--- src/reload_timer_pkg.sv ---
// Constants and types for the reload interval event timer.
// Assumes one 200 MHz core clock and a plain strobe register port.
//
// How it works
// - Mode register resets to 0x78: interval mode, clock select 000.
// - Mode bit 7 picks interval (0) or auto-reload (1) operation.
// - Mode bits 6 to 3 always read 1 and ignore writes.
// - Clock select 000..110 picks prescaler taps 8192..4; 111 picks external events.
// - Count register is an up-counter, readable at any time; a write loads it and the reload value.
// - A tick while count is 0xFF overflows and sets the overflow flag.
// - Overflow requests an interrupt only while its enable bit is 1.
// - In interval mode the counter wraps to 0x00 and keeps counting.
// - In interval mode a reload write also loads the counter.
// - In auto-reload mode overflow loads the reload value into the counter.
// - In auto-reload mode a reload write also loads the counter at once.
// - Reset clears counter and reload value to 0x00; counting starts at once.
// - Clock select 111 counts rising or falling event pin edges, per edge select.
// - Counter runs in active and sleep, halts otherwise; mode writable only when active.

package reload_timer_pkg;

	////////////////////////////////////////////////////////////////////////////
	// Register addresses.
	localparam logic [15:0] ADDR_MODE   = 16'hffb2;
	localparam logic [15:0] ADDR_COUNT  = 16'hffb3;
	localparam logic [15:0] ADDR_IRQ_ST = 16'hffb4;
	localparam logic [15:0] ADDR_IRQ_EN = 16'hffb5;
	localparam logic [15:0] ADDR_CTRL   = 16'hffb6;

	////////////////////////////////////////////////////////////////////////////
	// Field positions and reset values.
	localparam int          MODE_RELOAD_BIT = 7;
	localparam logic [7:0]  MODE_RESERVED   = 8'h78;
	localparam logic [7:0]  MODE_RESET      = 8'h78;
	localparam logic [7:0]  COUNT_RESET     = 8'h00;
	localparam logic [7:0]  RELOAD_RESET    = 8'h00;
	localparam logic [7:0]  COUNT_TOP       = 8'hff;
	localparam logic [2:0]  SEL_EXTERNAL    = 3'h7;
	localparam int          IRQ_OVF_BIT     = 0;
	localparam int          CTRL_EDGE_BIT   = 0;
	localparam int          CTRL_PINFN_BIT  = 1;
	localparam int          CTRL_EXTIE_BIT  = 2;

	////////////////////////////////////////////////////////////////////////////
	// Prescaler.
	localparam int PRESCALE_BITS = 13;

	typedef enum logic [2:0] {
		PM_ACTIVE,
		PM_SLEEP,
		PM_WATCH,
		PM_SUBACTIVE,
		PM_SUBSLEEP,
		PM_STANDBY
	} power_mode_t;

	typedef struct packed {
		logic [15:0] addr;
		logic [7:0]  wdata;
		logic        wr;
		logic        rd;
	} reg_req_t;

	// Tap index into the free-running prescaler for one clock select code.
	function automatic logic [3:0] tap_index(input logic [2:0] sel);
		case (sel)
			3'h0:    tap_index = 4'hc;
			3'h1:    tap_index = 4'ha;
			3'h2:    tap_index = 4'h8;
			3'h3:    tap_index = 4'h7;
			3'h4:    tap_index = 4'h5;
			3'h5:    tap_index = 4'h3;
			default: tap_index = 4'h1;
		endcase
	endfunction : tap_index

endpackage : reload_timer_pkg
--- src/event_edge_detect.sv ---
// Synchroniser and edge detector for the external event input.
// Assumes the pin is asynchronous to the core clock.
`timescale 1ns/1ps

module event_edge_detect (
	// Clock and reset.
	input  wire logic I_CORE_CLK,
	input  wire logic I_RST,
	// Pin and edge choice.
	input  wire logic i_pin,
	input  wire logic i_rising,
	// One-cycle tick per chosen edge.
	output logic      o_tick
);
	logic sync_a;
	logic sync_b;
	logic last;

	// The first stage feeds only the second, so metastability cannot spread.
	always_ff @(posedge I_CORE_CLK) begin
		if (I_RST) begin
			sync_a <= 1'b0;
			sync_b <= 1'b0;
			last   <= 1'b0;
		end else begin
			sync_a <= i_pin;
			sync_b <= sync_a;
			last   <= sync_b;
		end
	end

	assign o_tick = i_rising ? (sync_b & ~last) : (~sync_b & last);

endmodule : event_edge_detect

--- src/reload_interval_event_timer.sv ---
// Top level of the reload interval event timer with its register port.
// Assumes a single-cycle strobe master and a power mode supplied by the system.
//
// The strobed register port was left to the implementer.
`timescale 1ns/1ps

module reload_interval_event_timer
	import reload_timer_pkg::*;
(
	// Clock and reset.
	input  wire logic                          I_CORE_CLK,
	input  wire logic                          I_RST,
	// Register port.
	input  wire logic [15:0]                   I_ADDR,
	input  wire logic [7:0]                    I_WDATA,
	input  wire logic                          I_WR,
	input  wire logic                          I_RD,
	output logic      [7:0]                    O_RDATA,
	// System.
	input  wire reload_timer_pkg::power_mode_t I_POWER_MODE,
	input  wire logic                          I_EVENT_PIN,
	// Status outputs.
	output logic                               O_IRQ,
	output logic                               O_OVERFLOW,
	output logic                               O_PIN_FUNCTION,
	output logic                               O_EXT_IRQ_ENABLE
);
	import reload_timer_pkg::*;

	////////////////////////////////////////////////////////////////////////////
	// State.
	reg_req_t          req;
	logic              reload_select;
	logic [2:0]        clock_select;
	logic [7:0]        count_value;
	logic [7:0]        reload_value;
	logic [7:0]        irq_status;
	logic [7:0]        irq_mask;
	logic [7:0]        ctrl;
	logic [PRESCALE_BITS-1:0] prescale;
	logic              tap_last;
	logic              tap_now;
	logic              event_tick;
	logic              tick;
	logic              running;
	logic              overflow;
	logic              reload_wr;
	logic [7:0]        next_status;
	logic [7:0]        next_mask;
	logic [7:0]        next_ctrl;

	assign req.addr  = I_ADDR;
	assign req.wdata = I_WDATA;
	assign req.wr    = I_WR;
	assign req.rd    = I_RD;

	// Halting in low-power modes also freezes the prescaler, so no stale tick fires on wake.
	assign running   = (I_POWER_MODE == PM_ACTIVE) || (I_POWER_MODE == PM_SLEEP);
	assign reload_wr = req.wr && (req.addr == ADDR_COUNT);

	////////////////////////////////////////////////////////////////////////////
	// Tick sources.
	event_edge_detect u_edge (
		.I_CORE_CLK (I_CORE_CLK),
		.I_RST      (I_RST),
		.i_pin      (I_EVENT_PIN),
		.i_rising   (ctrl[CTRL_EDGE_BIT]),
		.o_tick     (event_tick)
	);

	always_ff @(posedge I_CORE_CLK) begin
		if (I_RST) begin
			prescale <= '0;
			tap_last <= 1'b0;
		end else if (running) begin
			prescale <= prescale + 1'b1;
			tap_last <= tap_now;
		end
	end

	// A tap's falling edge is one tick per full divide period.
	assign tap_now = prescale[tap_index(clock_select)];
	assign tick    = running && ((clock_select == SEL_EXTERNAL) ? event_tick
	                                                           : (tap_last & ~tap_now));
	assign overflow = tick && (count_value == COUNT_TOP);

	////////////////////////////////////////////////////////////////////////////
	// Mode register.
	always_ff @(posedge I_CORE_CLK) begin
		if (I_RST) begin
			reload_select <= MODE_RESET[MODE_RELOAD_BIT];
			clock_select  <= MODE_RESET[2:0];
		end else if (req.wr && req.addr == ADDR_MODE && I_POWER_MODE == PM_ACTIVE) begin
			reload_select <= req.wdata[MODE_RELOAD_BIT];
			clock_select  <= req.wdata[2:0];
		end
	end

	////////////////////////////////////////////////////////////////////////////
	// Reload and counter.
	always_ff @(posedge I_CORE_CLK) begin
		if (I_RST) begin
			reload_value <= RELOAD_RESET;
		end else if (reload_wr) begin
			reload_value <= req.wdata;
		end
	end

	// A reload write wins over a tick in the same cycle: software's value is the start point.
	always_ff @(posedge I_CORE_CLK) begin
		if (I_RST) begin
			count_value <= COUNT_RESET;
		end else if (reload_wr) begin
			count_value <= req.wdata;
		end else if (overflow) begin
			count_value <= reload_select ? reload_value : 8'h00;
		end else if (tick) begin
			count_value <= count_value + 8'h01;
		end
	end

	////////////////////////////////////////////////////////////////////////////
	// Interrupt status, mask and pin control.
	always_comb begin
		next_status = irq_status;
		if (req.wr && req.addr == ADDR_IRQ_ST) begin
			next_status = irq_status & ~req.wdata;
		end
		if (overflow) begin
			next_status[IRQ_OVF_BIT] = 1'b1;
		end
		next_status[7:1] = 7'h00;
	end

	always_ff @(posedge I_CORE_CLK) begin
		if (I_RST) begin
			irq_status <= 8'h00;
		end else begin
			irq_status <= next_status;
		end
	end

	// Outputs follow the value being written, so a mask or control write shows at once.
	always_comb begin
		next_mask = irq_mask;
		next_ctrl = ctrl;
		if (req.wr && req.addr == ADDR_IRQ_EN) begin
			next_mask = {7'h00, req.wdata[IRQ_OVF_BIT]};
		end
		if (req.wr && req.addr == ADDR_CTRL) begin
			next_ctrl = {5'h00, req.wdata[2:0]};
		end
	end

	always_ff @(posedge I_CORE_CLK) begin
		if (I_RST) begin
			irq_mask <= 8'h00;
			ctrl     <= 8'h00;
		end else begin
			irq_mask <= next_mask;
			ctrl     <= next_ctrl;
		end
	end

	always_ff @(posedge I_CORE_CLK) begin
		if (I_RST) begin
			O_IRQ            <= 1'b0;
			O_OVERFLOW       <= 1'b0;
			O_PIN_FUNCTION   <= 1'b0;
			O_EXT_IRQ_ENABLE <= 1'b0;
		end else begin
			O_IRQ            <= |(next_status & next_mask);
			O_OVERFLOW       <= next_status[IRQ_OVF_BIT];
			O_PIN_FUNCTION   <= next_ctrl[CTRL_PINFN_BIT];
			O_EXT_IRQ_ENABLE <= next_ctrl[CTRL_EXTIE_BIT];
		end
	end

	////////////////////////////////////////////////////////////////////////////
	// Read port.
	always_ff @(posedge I_CORE_CLK) begin
		if (I_RST) begin
			O_RDATA <= 8'h00;
		end else if (req.rd) begin
			case (req.addr)
				ADDR_MODE:   O_RDATA <= {reload_select, 4'hf, clock_select};
				ADDR_COUNT:  O_RDATA <= count_value;
				ADDR_IRQ_ST: O_RDATA <= irq_status;
				ADDR_IRQ_EN: O_RDATA <= irq_mask;
				ADDR_CTRL:   O_RDATA <= ctrl;
				default:     O_RDATA <= 8'h00;
			endcase
		end else begin
			O_RDATA <= 8'h00;
		end
	end

endmodule : reload_interval_event_timer

--- config.mk ---
export PLATFORM = sky130hd
export DESIGN_NAME = reload_interval_event_timer
export DESIGN_NICKNAME = d
export VERILOG_FILES = /design/src/reload_timer_pkg.sv /design/src/event_edge_detect.sv /design/src/reload_interval_event_timer.sv
export SDC_FILE = /design/constraint.sdc
export NUM_CORES = 1
export LEC_CHECK = 0
export ABC_AREA = 1
export BUFFER_PORTS_ARGS = -buffer_cell sky130_fd_sc_hd__clkbuf_2
export CORE_AREA = 2 2 75 94
export CTS_CLUSTER_DIAMETER = 150
export CTS_CLUSTER_SIZE = 25
export DETAILED_ROUTE_END_ITERATION = 7
export DIE_AREA = 0 0 77 96
export PLACE_DENSITY = 0.68
export RECOVER_POWER = 50
export SLEW_MARGIN = 20
export SYNTH_ARGS = -nofsm -noshare
export SYNTH_HDL_FRONTEND = slang
export SYNTH_SLANG_ARGS = --single-unit
--- constraint.sdc ---
create_clock -name I_CORE_CLK -period 2.1 [get_ports I_CORE_CLK]
set_clock_uncertainty 0.15 [all_clocks]
set_input_delay 0.525 -clock I_CORE_CLK [delete_from_list [all_inputs] [get_ports I_CORE_CLK]]
set_output_delay 0.525 -clock I_CORE_CLK [all_outputs]
set_load 0.005 [all_outputs]
==> flow_metrics.tcl <==
set metrics [dict create \
    numCtsBuffers 5 \
    total_power_mw 1.67 \
    synthXorXnorAreaFrac_pct 2.52 \
    gr-usage-all-layers_pct 18.6 \
    cts_tree "done" \
    synth.distinct_cells 36 \
    io_pins 44 \
    r2r-start "count_value[0]$_SDFFE_PP0P_" \
    fin_crit_sh_pct 92.0 \
    p_leak_nw 1.26 \
    io_buffers 43 \
    crit_buf_inv 2 \
    wl_um 6270 \
    synth_cells 383 \
    synth-seq-area-share_pct 36.7 \
    critical-path-max-stage-delay_ns 0.42 \
    required_ns 2.10 \
    die_x_um 77 \
    hold_viol 0 \
    crit_family "simple AND/OR/NAND/NOR gates" \
    rr_worst_depth 9 \
    cpMostUsedCell "nand4_1" \
    wire_per_inst_um 12.0 \
    slew_violations 0 \
    syn_to_final_growth_pct 14.4 \
    cts.sinks 51 \
    insertion_delay_ns 0.31 \
    hp-class "input port to flip-flop" \
    crit_start "count_value[0]$_SDFFE_PP0P_" \
    final_cell_mix "nand2_1 (69), dfxtp_1 (51), nor2_1 (42), inv_1 (41), clkbuf_2 (38)" \
    synth_nets 417 \
    relSlewSlack_pct 14.5 \
    fmax_ghz 0.518 \
    rows 33 \
    first_iter_violations 105 \
    grt_antenna_before_repair 0 \
    path_clk_slew_ns 0.09 \
    drt-vias-per-instance 4.95 \
    vias 2586 \
    whs_path_depth 3 \
    avgSynthCellArea_um2 7.26 \
    grt.overflow.total 0 \
    grt_pass1_wl_um 11000 \
    coreArea_um2 6520 \
    fillCellCount 685 \
    worstPathMaxFanout 6 \
    period_needed_ns 1.93 \
    drive_gt1_share_pct 23.2 \
    diodes 0 \
    mostFrequentLayoutCell "nand2_1" \
    rsz0062_at_grt "false" \
    first_pass_iters 4 \
    critPathKind "flip-flop to flip-flop" \
    gp_congestion 0.904 \
    netlist_area_um2 2780 \
    synth_seq_cells 51 \
    synthSimpleGateAreaFrac_pct 37.2 \
    ctsHtreeMaxLevel 2 \
    drc 0 \
    nets 468 \
    setup_tns_ns 0 \
    hold_start "I_EVENT_PIN" \
    setup_violations 0 \
    ys_warn_count 0 \
    postRouteAntennaNets 0 \
    cts_root_buf "clkbuf_8" \
    cp_slowest_cell "dfxtp_1" \
    hold_buffers 0 \
    clockBufferDepth 2 \
    synth_top_family_by_area "simple AND/OR/NAND/NOR gates" \
    synth_compound_area_share_pct 13.2 \
    peakVddDrop_mv 0.293 \
    setup.worst_path.end_class "flip-flop" \
    cp-start-kind "flip-flop" \
    dpl.hpwl_um 4870 \
    worstPathCellList "ha_1, nand3_2, nor2_2, nand4_1, inv_2, buf_4, nand4_1, nand2_1, a21oi_2" \
    status "finished clean" \
    die_y_um 96 \
    fp.dieArea_um2 7390 \
    path_depth 9 \
    cap_violations 0 \
    first_global_vias 2449 \
    initial_core_util_pct 42.6 \
    synthAdderAreaFrac_pct 0.900 \
    worstPathArrival_ns 1.93 \
    synth.area.mux_share_pct 0 \
    max_slew.worst_pin.slew_ns 1.28 \
    grt_max_degree 24 \
    hold_slack_ns 0.256 \
    powerDensity_nw_per_um2 526 \
]
==> repair_timing <==
action | 4_1_cts | 5_1_grt
setup endpoints to repair | 0 | 3
buffers inserted | 0 | 2
gates resized for setup | 0 | 1
==> cell usage after synthesis, drive strengths merged <==
cell | instances | area [um^2]
clkbuf | 5 | 28.8
o211ai | 1 | 7.51
dfxtp | 51 | 1020
a21oi | 38 | 201
xor2 | 7 | 61.3
buf | 4 | 35.0
nand2 | 76 | 335
nand3 | 39 | 273
inv | 50 | 195
nand4 | 11 | 68.8
xnor2 | 1 | 8.76
ha | 2 | 25.0
nor4 | 1 | 6.26
nor3 | 15 | 100
a31oi | 2 | 12.5
nor2 | 53 | 251
a211oi | 1 | 12.5
clkinv | 1 | 3.75
o21ai | 25 | 133
==> worst register-to-register path, cell delays in order, from the launching register on <==
cell and delay [ns]:
dfxtp_1 0.42, ha_1 0.23, nand3_2 0.11, nor2_2 0.12
nand4_1 0.19, inv_2 0.19, buf_4 0.14, nand4_1 0.08
nand2_1 0.09, a21oi_2 0.05
==> final cells by class <==
cell class                      instances  area (um^2)  share of cell area, %
Clock buffer                            7         76.3                   2.40
Clock inverter                          1         5.00                  0.157
Inverter                               51          199                   6.26
Multi-Input combinational cell        272         1490                   46.9
Sequential cell                        51         1020                   32.1
Tap cell                               87          109                   3.42
Timing Repair Buffer                   53          277                   8.70
==> through the flow <==
| stage | util, % | cell area, um^2 | worst slack [ns] | instances |
|---|---|---|---|---|
| 2_1_floorplan | - | 2780 | 0.339 | 383 |
| 3_3_place_gp | 47.5 | 3100 | 0.128 | 512 |
| 3_5_place_dp | 47.5 | 3100 | 0.101 | 512 |
| 4_1_cts | 48.8 | 3180 | 0.164 | 520 |
| 5_1_grt | 48.7 | 3180 | 0.0235 | 522 |
| 6_report | 48.7 | 3180 | 0.169 | 522 |
==> logic make-up (layout without fill, tap and decap cells) <==
logic type                 Yosys count  after routing
AOI/OAI and AO/OA                   67             67
xor gates and xnor gates             8              8
adders and majority gates            2              2
buffers and inverters               60            112
DFF                                 51             51
and+or+nand+nor                    195            195
==> flip-flops by register name, indices dropped and copies added, names as in the netlist <==
signal         flops
u_edge.sync_a      1
u_edge.last        1
u_edge.sync_b      1
ctrl               3
count_value        8
tap_last           1
clock_select       3
irq_mask           1
O_RDATA            8
prescale          13
O_OVERFLOW         1
O_IRQ              1
reload_select      1
reload_value       8
==> path summary, 6_finish.rpt <==
kind	end	slack, ns
max	count_value[1]$_SDFFE_PP0P_	0.17
max reg2reg	count_value[1]$_SDFFE_PP0P_	0.17
min reg2reg	u_edge.sync_b$_SDFF_PP0_	0.26
min	u_edge.sync_a$_SDFF_PP0_	0.26
==> power by group <==
group          switching (mW)  total, mW  internal [mW]
clock                   0.321      0.556          0.235
combinational          0.0850      0.134         0.0486
sequential            0.00827      0.983          0.975
total                   0.414       1.67           1.26
==> per-layer routing <==
layer,vias to the layer above,GRT usage [%],part of all wire [%]
met5,-,0,0
met4,0,7.44,1.8
met3,7,2.91,3.2
met2,45,34.7,52
met1,1180,21.3,43
li1,1354,-,-
Note: power is estimated with default switching activity, not from simulation.
